### src/rtl/lcd_pkg.sv
// Purpose: Shared constants and types for the laser current DAC control block.
// Assumes: Register addresses are 5-bit word addresses of the three-wire port.
// Notes: Serial framing itself lives outside this block.
package lcd_pkg;
   // Register addresses.
   localparam logic [4:0] LCD_ADDR_CTRL = 5'h05;
   localparam logic [4:0] LCD_ADDR_STAT1 = 5'h06;
   localparam logic [4:0] LCD_ADDR_STAT2 = 5'h07;
   localparam logic [4:0] LCD_ADDR_BIAS_CODE = 5'h08;
   localparam logic [4:0] LCD_ADDR_MOD_CODE = 5'h09;
   localparam logic [4:0] LCD_ADDR_MOD_LIMIT = 5'h0A;
   localparam logic [4:0] LCD_ADDR_BIAS_LIMIT = 5'h0B;
   localparam logic [4:0] LCD_ADDR_MOD_STEP = 5'h0C;
   localparam logic [4:0] LCD_ADDR_BIAS_STEP = 5'h0D;
   localparam logic [4:0] LCD_ADDR_MODE = 5'h0E;
   localparam logic [4:0] LCD_ADDR_PW = 5'h0F;
   localparam logic [4:0] LCD_ADDR_DEEMPH = 5'h10;
   localparam logic [4:0] LCD_ADDR_EQ = 5'h11;
   // Setup-mode unlock value.
   localparam logic [7:0] LCD_SETUP_KEY = 8'h12;
   // Control register fields and reset value.
   localparam int LCD_CTRL_EN = 0;
   localparam int LCD_CTRL_POL = 1;
   localparam int LCD_CTRL_SOFTRES = 2;
   localparam int LCD_CTRL_EQ_EN = 3;
   localparam int LCD_CTRL_DE_LO = 4;
   localparam int LCD_CTRL_DE_HI = 5;
   localparam logic [7:0] LCD_CTRL_RST = 8'h03;
   localparam logic [7:0] LCD_ZERO_RST = 8'h00;
   // Status register 1 fields.
   localparam int LCD_ST1_FAULT = 0;
   localparam int LCD_ST1_BIAS_LOW = 1;
   localparam int LCD_ST1_OUT_LOW = 2;
   localparam int LCD_ST1_OUT_CM = 3;
   localparam int LCD_ST1_BIAS_LIMIT_SENSE = 4;
   localparam int LCD_ST1_BIAS_MONITOR_OUT = 6;
   localparam int LCD_ST1_POR = 7;
   // Status register 2 fields.
   localparam int LCD_ST2_NO_AC = 1;
   localparam int LCD_ST2_BIAS_ERR = 2;
   localparam int LCD_ST2_MOD_ERR = 3;
   // Step field width and deemphasis mode codes.
   localparam int LCD_STEP_W = 5;
   typedef enum logic [1:0] {
      LCD_DE_FIX_6P25 = 2'b00,
      LCD_DE_FIX_3P125 = 2'b01,
      LCD_DE_PROG = 2'b10,
      LCD_DE_MAX = 2'b11
   } lcd_de_mode_t;
   // Deemphasis level in 6-bit units of the analog stage (approximate fractions of 64).
   localparam logic [5:0] LCD_DE_LVL_6P25 = 6'h04;
   localparam logic [5:0] LCD_DE_LVL_3P125 = 6'h02;
   localparam logic [5:0] LCD_DE_LVL_MAX = 6'h06;
endpackage : lcd_pkg

### src/rtl/lcd_step_if.sv
// Purpose: Carries one DAC channel's step request and its result.
// Assumes: Single clock domain.
// Notes: Used between the top and the step units.
`timescale 1ns/1ns
interface lcd_step_if;
   logic load;
   logic [7:0] load_val;
   logic step;
   logic [7:0] step_val;
   logic [7:0] limit;
   logic [8:0] code;
   logic over;
   modport ctl (output load, output load_val, output step, output step_val, output limit,
      input code, input over);
   modport unit (input load, input load_val, input step, input step_val, input limit,
      output code, output over);
endinterface : lcd_step_if

### src/rtl/lcd_step_unit.sv
// Purpose: Holds one 9-bit DAC code with bulk load and signed step update.
// Assumes: load and step never arrive together; load wins if they do.
// Notes: over is a one-cycle pulse when a step is refused.
`timescale 1ns/1ns
module lcd_step_unit (
   // Clock and reset.
   input wire logic clk,
   input wire logic reset,
   // Channel.
   lcd_step_if.unit ch
);
   import lcd_pkg::*;
   logic [8:0] code_q;
   logic over_q;
   logic signed [9:0] sum;
   logic signed [9:0] inc;

   // Sign-extend the low five bits; the top three are ignored.
   assign inc = {{5{ch.step_val[LCD_STEP_W-1]}}, ch.step_val[LCD_STEP_W-1:0]};
   assign sum = $signed({1'b0, code_q}) + inc;

   // The check and the update happen in the same edge, so a refused step never shows.
   always_ff @(posedge clk) begin
      if (reset) begin
         code_q <= 9'h000;
         over_q <= 1'b0;
      end else begin
         over_q <= 1'b0;
         if (ch.load) begin
            code_q <= {ch.load_val, code_q[0]};
         end else if (ch.step) begin
            // Below zero or above the limit both leave the code alone.
            if (sum[9] || (sum[8:1] > ch.limit)) begin
               over_q <= 1'b1;
            end else begin
               code_q <= sum[8:0];
            end
         end
      end
   end

   assign ch.code = code_q;
   assign ch.over = over_q;
endmodule : lcd_step_unit

### src/rtl/lcd_fault_sync.sv
// Purpose: Three-flop synchroniser with agreement filter for one pin.
// Assumes: Input is asynchronous to clk.
// Notes: The value changes only when the second and third stages agree.
`timescale 1ns/1ns
module lcd_fault_sync #(
   parameter logic RST_VAL = 1'b0
) (
   // Clock and reset.
   input wire logic clk,
   input wire logic reset,
   // Pin and clean level.
   input wire logic pin,
   output logic level
);
   logic s1_q;
   logic s2_q;
   logic s3_q;
   logic level_q;

   // First stage feeds only the second.
   always_ff @(posedge clk) begin
      if (reset) begin
         s1_q <= RST_VAL;
         s2_q <= RST_VAL;
         s3_q <= RST_VAL;
         level_q <= RST_VAL;
      end else begin
         s1_q <= pin;
         s2_q <= s1_q;
         s3_q <= s2_q;
         if (s2_q == s3_q) begin
            level_q <= s3_q;
         end
      end
   end

   assign level = level_q;
endmodule : lcd_fault_sync

### src/rtl/lcd_laser_ctrl.sv
// Purpose: Register file, DAC code control, deemphasis select and eye-safety latch.
// Assumes: A serial front end delivers decoded one-cycle write and read strobes.
// Notes: reset stands for the power-on reset indication.
`timescale 1ns/1ns
module lcd_laser_ctrl (
   // Clock and power-on reset.
   input wire logic clk,
   input wire logic reset,
   // Decoded register access from the serial port.
   input wire logic wr_stb,
   input wire logic rd_stb,
   input wire logic [4:0] reg_addr,
   input wire logic [7:0] wr_data,
   output logic [7:0] rd_data,
   // Disable pin, asynchronous.
   input wire logic disable_pin,
   // Analog comparator flags, asynchronous.
   input wire logic bias_limit_sense_trip,
   input wire logic bias_monitor_out_high,
   input wire logic out_cm_low,
   input wire logic out_low,
   input wire logic bias_low,
   input wire logic no_ac_input,
   // Fault pin, open drain.
   output logic fault_o,
   output logic fault_oe,
   // Analog settings.
   output logic [8:0] bias_dac,
   output logic [8:0] mod_dac,
   output logic [5:0] deemph_amt,
   output logic eq_on,
   output logic [1:0] eq_profile,
   output logic polarity_normal,
   output logic [7:0] pulse_width,
   output logic laser_on
);
   import lcd_pkg::*;

   lcd_step_if bias_ch ();
   lcd_step_if mod_ch ();

   logic [7:0] ctrl_q;
   logic [7:0] bias_limit_q;
   logic [7:0] mod_limit_q;
   logic [7:0] bias_step_q;
   logic [7:0] mod_step_q;
   logic [7:0] pw_q;
   logic [5:0] deemph_level_q;
   logic [2:0] eq_reg_q;
   logic setup_q;
   logic [7:0] stat1_q;
   logic [7:0] stat2_q;
   logic fault_q;
   logic dis_prev_q;
   logic dis_lvl;
   logic dis_toggle;
   logic [5:0] cmp_raw;
   logic [5:0] cmp_lvl;
   logic hard_now;
   logic soft_now;
   logic wr_free;
   logic wr_ok;
   logic soft_res;
   logic [7:0] rd_d;
   lcd_de_mode_t de_mode;

   // Pins pass the three-stage filter; disable defaults high like an open pin.
   lcd_fault_sync #(.RST_VAL(1'b1)) u_dis_sync (
      .clk(clk),
      .reset(reset),
      .pin(disable_pin),
      .level(dis_lvl)
   );

   assign cmp_raw = {bias_limit_sense_trip, bias_monitor_out_high, out_cm_low, out_low, bias_low, no_ac_input};

   genvar gi;
   generate
      for (gi = 0; gi < 6; gi++) begin : g_cmp
         lcd_fault_sync #(.RST_VAL(1'b0)) u_cmp_sync (
            .clk(clk),
            .reset(reset),
            .pin(cmp_raw[gi]),
            .level(cmp_lvl[gi])
         );
      end
   endgenerate

   // Hard faults shut the laser; soft ones only warn.
   assign hard_now = cmp_lvl[5] | cmp_lvl[2] | cmp_lvl[1];
   assign soft_now = cmp_lvl[4] | cmp_lvl[3];
   assign dis_toggle = dis_prev_q ^ dis_lvl;

   // Write gating: setup mode unlocks one following operation.
   assign wr_free = (reg_addr == LCD_ADDR_BIAS_STEP) || (reg_addr == LCD_ADDR_MOD_STEP);
   assign wr_ok = wr_stb && (wr_free || setup_q);
   // Soft reset only takes while the disable pin is high.
   assign soft_res = wr_ok && (reg_addr == LCD_ADDR_CTRL) && wr_data[LCD_CTRL_SOFTRES]
      && dis_lvl;

   // Setup mode arms on the key and falls after the next operation.
   always_ff @(posedge clk) begin
      if (reset) begin
         setup_q <= 1'b0;
      end else if (wr_stb || rd_stb) begin
         setup_q <= wr_stb && (reg_addr == LCD_ADDR_MODE) && (wr_data == LCD_SETUP_KEY)
            && !setup_q;
      end
   end

   // Configuration registers; power-on and soft reset both restore defaults.
   always_ff @(posedge clk) begin
      if (reset || soft_res) begin
         ctrl_q <= LCD_CTRL_RST;
         bias_limit_q <= LCD_ZERO_RST;
         mod_limit_q <= LCD_ZERO_RST;
         pw_q <= LCD_ZERO_RST;
         deemph_level_q <= 6'h00;
         eq_reg_q <= 3'h0;
      end else if (wr_ok) begin
         unique case (reg_addr)
            LCD_ADDR_CTRL: ctrl_q <= wr_data;
            LCD_ADDR_BIAS_LIMIT: bias_limit_q <= wr_data;
            LCD_ADDR_MOD_LIMIT: mod_limit_q <= wr_data;
            LCD_ADDR_PW: pw_q <= wr_data;
            LCD_ADDR_DEEMPH: deemph_level_q <= wr_data[5:0];
            LCD_ADDR_EQ: eq_reg_q <= wr_data[2:0];
            default: ;
         endcase
      end
   end

   // Step registers hold the last written value for readback.
   always_ff @(posedge clk) begin
      if (reset || soft_res) begin
         bias_step_q <= LCD_ZERO_RST;
         mod_step_q <= LCD_ZERO_RST;
      end else if (wr_ok && reg_addr == LCD_ADDR_BIAS_STEP) begin
         bias_step_q <= wr_data;
      end else if (wr_ok && reg_addr == LCD_ADDR_MOD_STEP) begin
         mod_step_q <= wr_data;
      end
   end

   // Bias channel; the step uses the written byte directly so it lands next edge.
   assign bias_ch.load = wr_ok && (reg_addr == LCD_ADDR_BIAS_CODE);
   assign bias_ch.load_val = wr_data;
   assign bias_ch.step = wr_ok && (reg_addr == LCD_ADDR_BIAS_STEP);
   assign bias_ch.step_val = wr_data;
   assign bias_ch.limit = bias_limit_q;
   // Modulation channel.
   assign mod_ch.load = wr_ok && (reg_addr == LCD_ADDR_MOD_CODE);
   assign mod_ch.load_val = wr_data;
   assign mod_ch.step = wr_ok && (reg_addr == LCD_ADDR_MOD_STEP);
   assign mod_ch.step_val = wr_data;
   assign mod_ch.limit = mod_limit_q;

   // Soft reset does not reach the DAC codes; that keeps a restart from stepping the laser.
   lcd_step_unit u_bias (
      .clk(clk),
      .reset(reset),
      .ch(bias_ch.unit)
   );

   lcd_step_unit u_mod (
      .clk(clk),
      .reset(reset),
      .ch(mod_ch.unit)
   );

   // Sticky status; a new event wins over the toggle clear.
   always_ff @(posedge clk) begin
      if (reset) begin
         stat1_q <= LCD_ZERO_RST;
         stat2_q <= LCD_ZERO_RST;
      end else begin
         stat1_q <= (dis_toggle ? LCD_ZERO_RST : stat1_q) |
            {1'b0, cmp_lvl[4], 1'b0, cmp_lvl[5], cmp_lvl[3], cmp_lvl[2], cmp_lvl[1],
             hard_now | soft_now};
         stat2_q <= (dis_toggle ? LCD_ZERO_RST : stat2_q) |
            {4'h0, mod_ch.over, bias_ch.over, cmp_lvl[0], 1'b0};
      end
   end

   // Fault latch; a hard fault present during the toggle keeps it set.
   always_ff @(posedge clk) begin
      if (reset) begin
         fault_q <= 1'b0;
         dis_prev_q <= 1'b1;
      end else begin
         dis_prev_q <= dis_lvl;
         fault_q <= (fault_q && !dis_toggle) || hard_now;
      end
   end

   // Read mux, registered so data comes from flops.
   always_comb begin
      rd_d = LCD_ZERO_RST;
      unique case (reg_addr)
         LCD_ADDR_CTRL: rd_d = {2'b00, ctrl_q[5:0]};
         LCD_ADDR_STAT1: rd_d = stat1_q;
         LCD_ADDR_STAT2: rd_d = stat2_q;
         LCD_ADDR_BIAS_CODE: rd_d = bias_ch.code[8:1];
         LCD_ADDR_MOD_CODE: rd_d = mod_ch.code[8:1];
         LCD_ADDR_MOD_LIMIT: rd_d = mod_limit_q;
         LCD_ADDR_BIAS_LIMIT: rd_d = bias_limit_q;
         LCD_ADDR_MOD_STEP: rd_d = mod_step_q;
         LCD_ADDR_BIAS_STEP: rd_d = bias_step_q;
         LCD_ADDR_MODE: rd_d = {7'h00, setup_q};
         LCD_ADDR_PW: rd_d = pw_q;
         LCD_ADDR_DEEMPH: rd_d = {2'b00, deemph_level_q};
         LCD_ADDR_EQ: rd_d = {5'h00, eq_reg_q};
         default: rd_d = LCD_ZERO_RST;
      endcase
   end

   always_ff @(posedge clk) begin
      if (reset) begin
         rd_data <= LCD_ZERO_RST;
      end else if (rd_stb) begin
         rd_data <= rd_d;
      end
   end

   // Deemphasis selection.
   assign de_mode = lcd_de_mode_t'(ctrl_q[LCD_CTRL_DE_HI:LCD_CTRL_DE_LO]);
   always_ff @(posedge clk) begin
      if (reset) begin
         deemph_amt <= 6'h00;
      end else begin
         unique case (de_mode)
            LCD_DE_FIX_6P25: deemph_amt <= LCD_DE_LVL_6P25;
            LCD_DE_FIX_3P125: deemph_amt <= LCD_DE_LVL_3P125;
            LCD_DE_PROG: deemph_amt <= deemph_level_q;
            LCD_DE_MAX: deemph_amt <= LCD_DE_LVL_MAX;
         endcase
      end
   end

   // Output gating: any shutdown cause forces both currents to zero.
   always_ff @(posedge clk) begin
      if (reset) begin
         laser_on <= 1'b0;
         bias_dac <= 9'h000;
         mod_dac <= 9'h000;
         eq_on <= 1'b0;
         eq_profile <= 2'b00;
         polarity_normal <= 1'b1;
         pulse_width <= LCD_ZERO_RST;
      end else begin
         laser_on <= !dis_lvl && ctrl_q[LCD_CTRL_EN] && !fault_q && !hard_now;
         bias_dac <= (!dis_lvl && ctrl_q[LCD_CTRL_EN] && !fault_q && !hard_now)
            ? bias_ch.code : 9'h000;
         // The analog stage subtracts deemph_amt from this code.
         mod_dac <= (!dis_lvl && ctrl_q[LCD_CTRL_EN] && !fault_q && !hard_now)
            ? mod_ch.code : 9'h000;
         eq_on <= ctrl_q[LCD_CTRL_EQ_EN];
         eq_profile <= ctrl_q[LCD_CTRL_EQ_EN] ? eq_reg_q[2:1] : 2'b00;
         polarity_normal <= ctrl_q[LCD_CTRL_POL];
         pulse_width <= pw_q;
      end
   end

   // Open drain: pull low when no fault; release to let the pull-up show a fault.
   assign fault_o = 1'b0;
   assign fault_oe = !fault_q;
endmodule : lcd_laser_ctrl

### config.mk
export PLATFORM = sky130hd
export DESIGN_NAME = lcd_laser_ctrl
export DESIGN_NICKNAME = d
export VERILOG_FILES = /design/src/rtl/lcd_pkg.sv /design/src/rtl/lcd_step_if.sv /design/src/rtl/lcd_step_unit.sv /design/src/rtl/lcd_fault_sync.sv /design/src/rtl/lcd_laser_ctrl.sv
export SDC_FILE = /design/constraint.sdc
export NUM_CORES = 1
export LEC_CHECK = 0
export ABC_AREA = 1
export BUFFER_PORTS_ARGS = -buffer_cell sky130_fd_sc_hd__clkbuf_2
export CORE_MARGIN = 4
export CORE_UTILIZATION = 60
export CTS_CLUSTER_DIAMETER = 120
export DETAILED_ROUTE_END_ITERATION = 10
export PLACE_DENSITY = 0.8
export REMOVE_ABC_BUFFERS = 1
export SLEW_MARGIN = 25
export SYNTH_ARGS = -nofsm -noshare
export SYNTH_HDL_FRONTEND = slang
export SYNTH_HIERARCHICAL = 1
export SYNTH_SLANG_ARGS = --single-unit
### constraint.sdc
create_clock -name clk -period 3.7 [get_ports clk]
set_input_delay 0.74 -clock clk [delete_from_list [all_inputs] [get_ports clk]]
set_output_delay 0.74 -clock clk [all_outputs]
set_load 0.005 [all_outputs]
=== After elaboration in Yosys (flattened, before gate mapping) ===
Cells that the tools add are included.

* Flip-flop bits (word level): 167
* Bits in latches: 0
* Memory bits (writable): 0
* Bits in read-only memories: 0
* Bits of input ports: 24
* Output and inout bits: 47
* Logic and storage cells: 158
* Memories kept: 0

* Add/sub/neg operators: 2
* $mul: 0
* Div/mod/pow operators: 0
* Magnitude comparators: 2
* Eq/ne operators: 26
* Shift operators: 0
* Mux-type cells: 12
* Bitwise logic cells: 15
* Reduce and logical (&&, ||, !) cells: 45

{| class="wikitable"
|+ Operators with widths
! operator !! number
|-
| $pmux W8 S13 || 1
|-
| $mux W9 || 6
|-
| $eq A5 B4 Y1 const B || 8
|-
| $pmux W6 S4 || 1
|-
| $add A10 B5 Y10 || 2
|-
| $reduce_and A2 Y1 || 9
|-
| $gt A8 B8 Y1 || 2
|-
| $mux W8 || 2
|-
| $eq A5 B3 Y1 const B || 3
|-
| $logic_and A1 B1 Y1 || 15
|-
| $eq A5 B5 Y1 const B || 2
|-
| $eq A8 B5 Y1 const B || 1
|-
| $not A1 Y1 || 8
|-
| $or A8 B4 Y8 || 1
|-
| $or A8 B7 Y8 || 1
|-
| $eq A1 B1 Y1 || 7
|-
| $logic_or A1 B1 Y1 || 7
|-
| $reduce_and A3 Y1 || 2
|-
| $reduce_or A3 Y1 || 2
|-
| $logic_not A1 Y1 || 5
|-
| $eq A2 B2 Y1 const B || 2
|-
| $ne A2 B2 Y1 const B || 2
|-
| $or A1 B1 Y1 || 4
|-
| $reduce_bool A2 Y1 || 2
|-
| other kinds (5) || 7
|}

=== Longest topological paths before layout ===
* Depth in word-level cells: 8
* Depth in mapped cells: 21
* Gate-level depth less buffers: 21

=== Modules after synthesis ===
The synthesis kept the hierarchy.

{| class="wikitable"
|+ Modules (own cells, without submodules)
! module !! instances !! cells each !! area each (µm²) !! seq. area each (µm²)
|-
| lcd_laser_ctrl || 1 || 731 || 4914.7 || 2242.2
|-
| lcd_step_unit || 2 || 195 || 1201.2 || 200.2
|-
| lcd_fault_sync (g_cmp[0].u_cmp_sync ...) || 6 || 13 || 121.4 || 80.1
|-
| lcd_fault_sync (u_dis_sync) || 1 || 15 || 128.9 || 80.1
|}

=== Worst setup path before layout ===
OpenSTA, ideal clock, no wires.

* Kind: in2reg
* Start point: input port wr_data[0]
* End point: register u_mod.code_q[0], in the netlist u_mod/ch.code[0]
* Setup time: 132 ps
* Arrival time: 2923 ps
* Required time: 3568 ps
* Setup slack: 644 ps
* Stages on the path: 17
* Path buffers: 0
* Path through: ha_1 -> fa_1 -> nand3_1 -> nand2_1 -> nand3_1 -> nand2_1 -> xor2_1 -> ha_1 -> a21o_1 -> nor2_1 -> nand2_1 -> nand2_1 -> nand2_2 -> nor2_8 -> inv_2 -> o21ai_1 -> a21oi_1

* Word-level cells in the longest chain between the ends: 5

{| class="wikitable"
|+ RTL lines
! what !! RTL line !! RTL
|-
| start, declared || lcd_laser_ctrl.sv:13 || <nowiki>input wire logic [7:0] wr_data,</nowiki>
|-
| $add A10 B5 Y10 (*) || lcd_step_unit.sv:20 || <nowiki>assign sum = $signed({1'b0, code_q}) + inc;</nowiki>
|-
| $gt A8 B8 Y1 || lcd_step_unit.sv:33 || <nowiki>if (sum[9] || (sum[8:1] > ch.limit)) begin</nowiki>
|-
| $logic_or A1 B1 Y1 || lcd_step_unit.sv:33 ||
|-
| $not A1 Y1 (no line) || - ||
|-
| $reduce_and A3 Y1 (no line) || - ||
|-
| end signal, assigned || lcd_step_unit.sv:30 || <nowiki>code_q <= {ch.load_val, code_q[0]};</nowiki>
|-
| end signal, assigned || lcd_step_unit.sv:36 || <nowiki>code_q <= sum[8:0];</nowiki>
|-
| end, declared || lcd_step_unit.sv:13 || <nowiki>logic [8:0] code_q;</nowiki>
|}

Every way passes the cells marked *; elsewhere a longest branch is shown, timed or not.
A chain may end at the register's enable or synchronous reset.

=== Worst setup path in the final report ===
* Start point: input port wr_data[0]
* End point: register u_bias.code_q[3], in the netlist u_bias/ch.code[3]

* Word-level cells in the longest chain between the ends: 5
* Elaborated cells on any way between the ends: 8
* Those cells by class: 1 x add/sub; 1 x order compare; 1 x eq/ne; 3 x mux; 2 x reduce/logical

{| class="wikitable"
|+ RTL lines
! what !! RTL line
|-
| $add A10 B5 Y10 (*) || lcd_step_unit.sv:20
|-
| $gt A8 B8 Y1 || lcd_step_unit.sv:33
|-
| $logic_or A1 B1 Y1 || lcd_step_unit.sv:33
|-
| $ne A2 B2 Y1 (no line) || -
|-
| $reduce_and A2 Y1 (no line) || -
|-
| end signal, assigned || lcd_step_unit.sv:30
|-
| end signal, assigned || lcd_step_unit.sv:36
|-
| end, declared || lcd_step_unit.sv:13
|}

Every way passes the cells marked *; elsewhere a longest branch is shown, timed or not. The select of a mux whose other input is x is not followed.

==> out/qor.csv <==
metric,value,unit
max-vdd-ir-drop,0.000280,V
yosys.cell_types.count,42,
final.setup.tns,0,ns
yosys.area_share.simple,34.2,%
min_path_type,register to register,
period_share,86.6,%
hold_viol_final,0,
initial_core_util,61.5,%
power.internal,0.00287,W
min_path_cells,2,
avgViaCountPerCell,5.22,
synth.area.mux_share,0,%
gp_congestion,0.946,
cts_tree,built,
die_x,125,um
timing.fmax,312,MHz
ios,71,
drc_errors,0,
combPwrFrac,5.7,%
worstHoldEndpoint,g_cmp[3].u_cmp_sync/s2_q,
syn-instance-count,1214,
placement_rows,42,
grt_pass1_wl,35.2,mm
post-route-min-period,3.21,ns
critical_path_required,3.99,ns
rsz0062_at_grt,false,
grt_usage,28.0,%
synth_top_family_by_area,simple AND/OR/NAND/NOR gates,
drive_gt1_share,12.9,%
htree_levels,4,
grt-ovfl-total,0,
hp-start,g_cmp[3].u_cmp_sync/s1_q,
relSlewSlack,35.2,%
synthAdderAreaFrac,5.69,%
numClockSinks,160,
drt_pass1_iterations,6,
ys_top_cells_by_count,"nand2_1, inv_1, dfxtp_1, nor2_1, nand3_1",
critPathLaunchType,input pin,
cp_max_fo,8,
areaGrowthSynthToFinish,12.7,%
vias,7663,
synthTopCellsByArea,"dfxtp_1, nand2_1, inv_1",
dp_slack,0.111,ns
crit_type,input pin to register,
cts_root_buffer,clkbuf_16,
synth_compound_area_share,6.74,%
cts_hold_buf,0,
rrSetupSlack,0.68,ns
synth_ff_type,dfxtp_1,
grt_pass1_vias,7079,
p_switching,0.000936,W
cellPowerDensity,413,nW/um^2
drv_slew,0,
core_area,13300,sq um
synth_top_area_share,39.2,%
fin_skew,0.00883,ns
cts_resized,0,
post-route-worst-setup-slack,0.495,ns
finalSetupViolCount,0,
die_area,15600,sq um
postRouteAntennaNets,0,
io_buffers,69,
timing.rr.start,u_bias/ch.code[0],
wire_per_inst,14.8,um
diodes,0,
antenna_found_initial,0,
p_sw_share,24.6,%
layout.nets,1339,
synth_top_area_cell,dfxtp_1,
drtIter0Drc,1050,
synth_area_per_cell,6.73,sq um
wl,21.7,mm
leakagePower,4.76,nW
yosysMostFrequentCell,nand2_1,
clk_pin_slew,0.06,ns
ys_warn_count,6,
worstMarginPinSlew,0.968,ns
ys_seq_area_share,39.2,%
rr_worst_depth,17,
status,finished clean,
async_flop_share,0,%
synth_edf_count,0,
power_frac_clock,48.6,%
clock_latency,0.43,ns
die_h,125,um
post_cts_buffers,0,
cap_violations,0,
crit_path_end_kind,register,
cts_buffer_depth,2,
grt_max_degree,56,
cts_buffers,17,
pwr-share-seq,45.6,%
synth_xor_area_share,1.61,%
ys_ff_latch,160,
dp_hpwl,15.5,mm
cp.arrival,3.50,ns
synth_area,8170,sq um
worstReg2RegEnd,u_bias/ch.code[3],
layout by cell type, fill, tap and decap left out, types with 3 or more instances in the layout:
master       n
nand2_1    370
inv_1      196
dfxtp_1    160
nor2_1     155
clkbuf_2    69
nand3_1     62
a21oi_1     37
ha_1        34
o21ai_0     33
nand4_1     18
clkbuf_16   17
nor2_2      15
inv_2       14
o21ai_1     11
nand2_2      9
buf_4        8
xor2_1       8
xnor2_1      7
o21bai_1     6
nand3_2      5
inv_6        5
nor3_1       5
nor2_4       4
a21o_1       4
o211ai_1     3
clkinv_1     3
inv_8        3
bufinv_16    3
cells by family (layout without fill, tap and decap cells):
group	Yosys count	after routing
AND/OR/NAND/NOR	656	656
buffers and inverters	246	324
flip-flops	160	160
AO/OA/AOI/OAI	100	100
adder cells (fa/ha/maj)	36	36
XOR/XNOR	15	15
other	1	1
flip-flops by register name, indices dropped and copies added, names as in the netlist, 8 cells and up:
register	cells
pw_q	8
pulse_width	8
rd_data	8
bias_step_q	8
u_bias/ch.code	9
bias_dac	9
mod_ch.limit	8
bias_ch.limit	8
mod_step_q	8
mod_dac	9
u_mod/ch.code	9
routing by layer:
| layer | share of wire [%] | vias up | track usage (%) |
|---|---|---|---|
| li1 | - | 3828 | - |
| met1 | 43 | 3430 | 37.8 |
| met2 | 45 | 345 | 44.2 |
| met3 | 8.8 | 60 | 6.05 |
| met4 | 3.1 | 0 | 10.1 |
| met5 | 0 | - | 0 |
cell type report:
| cell class | instances | area (sq um) |
|---|---|---|
| Tap cell | 176 | 220 |
| Sequential cell | 160 | 3200 |
| Clock buffer | 17 | 425 |
| Multi-Input combinational cell | 808 | 3950 |
| Inverter | 215 | 817 |
| Clock inverter | 15 | 193 |
| Timing Repair Buffer | 77 | 405 |
| Fill cell | 1135 | 4080 |
per-stage QoR:
stage	instances	power (W)	instance area, sq um	hold WS (ns)	utilization, %
finish	1468	0.00381	9210	0.401	69.3
global route	1468	0.00392	9210	0.416	69.3
CTS	1468	0.00381	9210	0.406	69.3
detailed placement	1436	0.00199	8590	0.397	64.6
global placement	1436	0.00198	8590	0.391	64.6
floorplan	1183	0.00189	7970	0.385	-
critical path: stages:
cell and delay (ns):
clkbuf_2 0.17, ha_1 0.30, fa_1 0.43, nand3_1 0.11
nand2_1 0.09, nand3_1 0.08, nand2_1 0.06, xor2_1 0.22
ha_1 0.29, a21o_1 0.18, nor2_1 0.09, nand2_1 0.06
nand2_1 0.09, nand4_1 0.10, nand2_1 0.25, nor2_1 0.10
nor2_1 0.10, nor2_1 0.04
power groups by stage:
stage / combinational (W) / clock, W / sequential, W
2_1_floorplan: 0.000115 / 0 / 0.00178
3_3_place_gp: 0.000208 / 0 / 0.00178
3_5_place_dp: 0.000210 / 0 / 0.00178
4_1_cts: 0.000213 / 0.00186 / 0.00174
5_1_grt: 0.000238 / 0.00194 / 0.00174
6_report: 0.000218 / 0.00185 / 0.00174
how the worst max path moves through the flow:
stage	startpoint	end	slack (ns)
6_report	wr_data[0]	u_bias/ch.code[3]	0.49
2_1_floorplan	wr_data[0]	u_mod/ch.code[0]	0.66
3_5_place_dp	wr_data[0]	u_mod/ch.code[1]	0.11
5_1_grt	wr_data[0]	u_bias/ch.code[6]	0.22
3_3_place_gp	wr_data[0]	u_bias/ch.code[2]	0.21
4_1_cts	wr_data[0]	u_mod/ch.code[1]	0.56
Note: power is estimated with default switching activity, not from simulation.
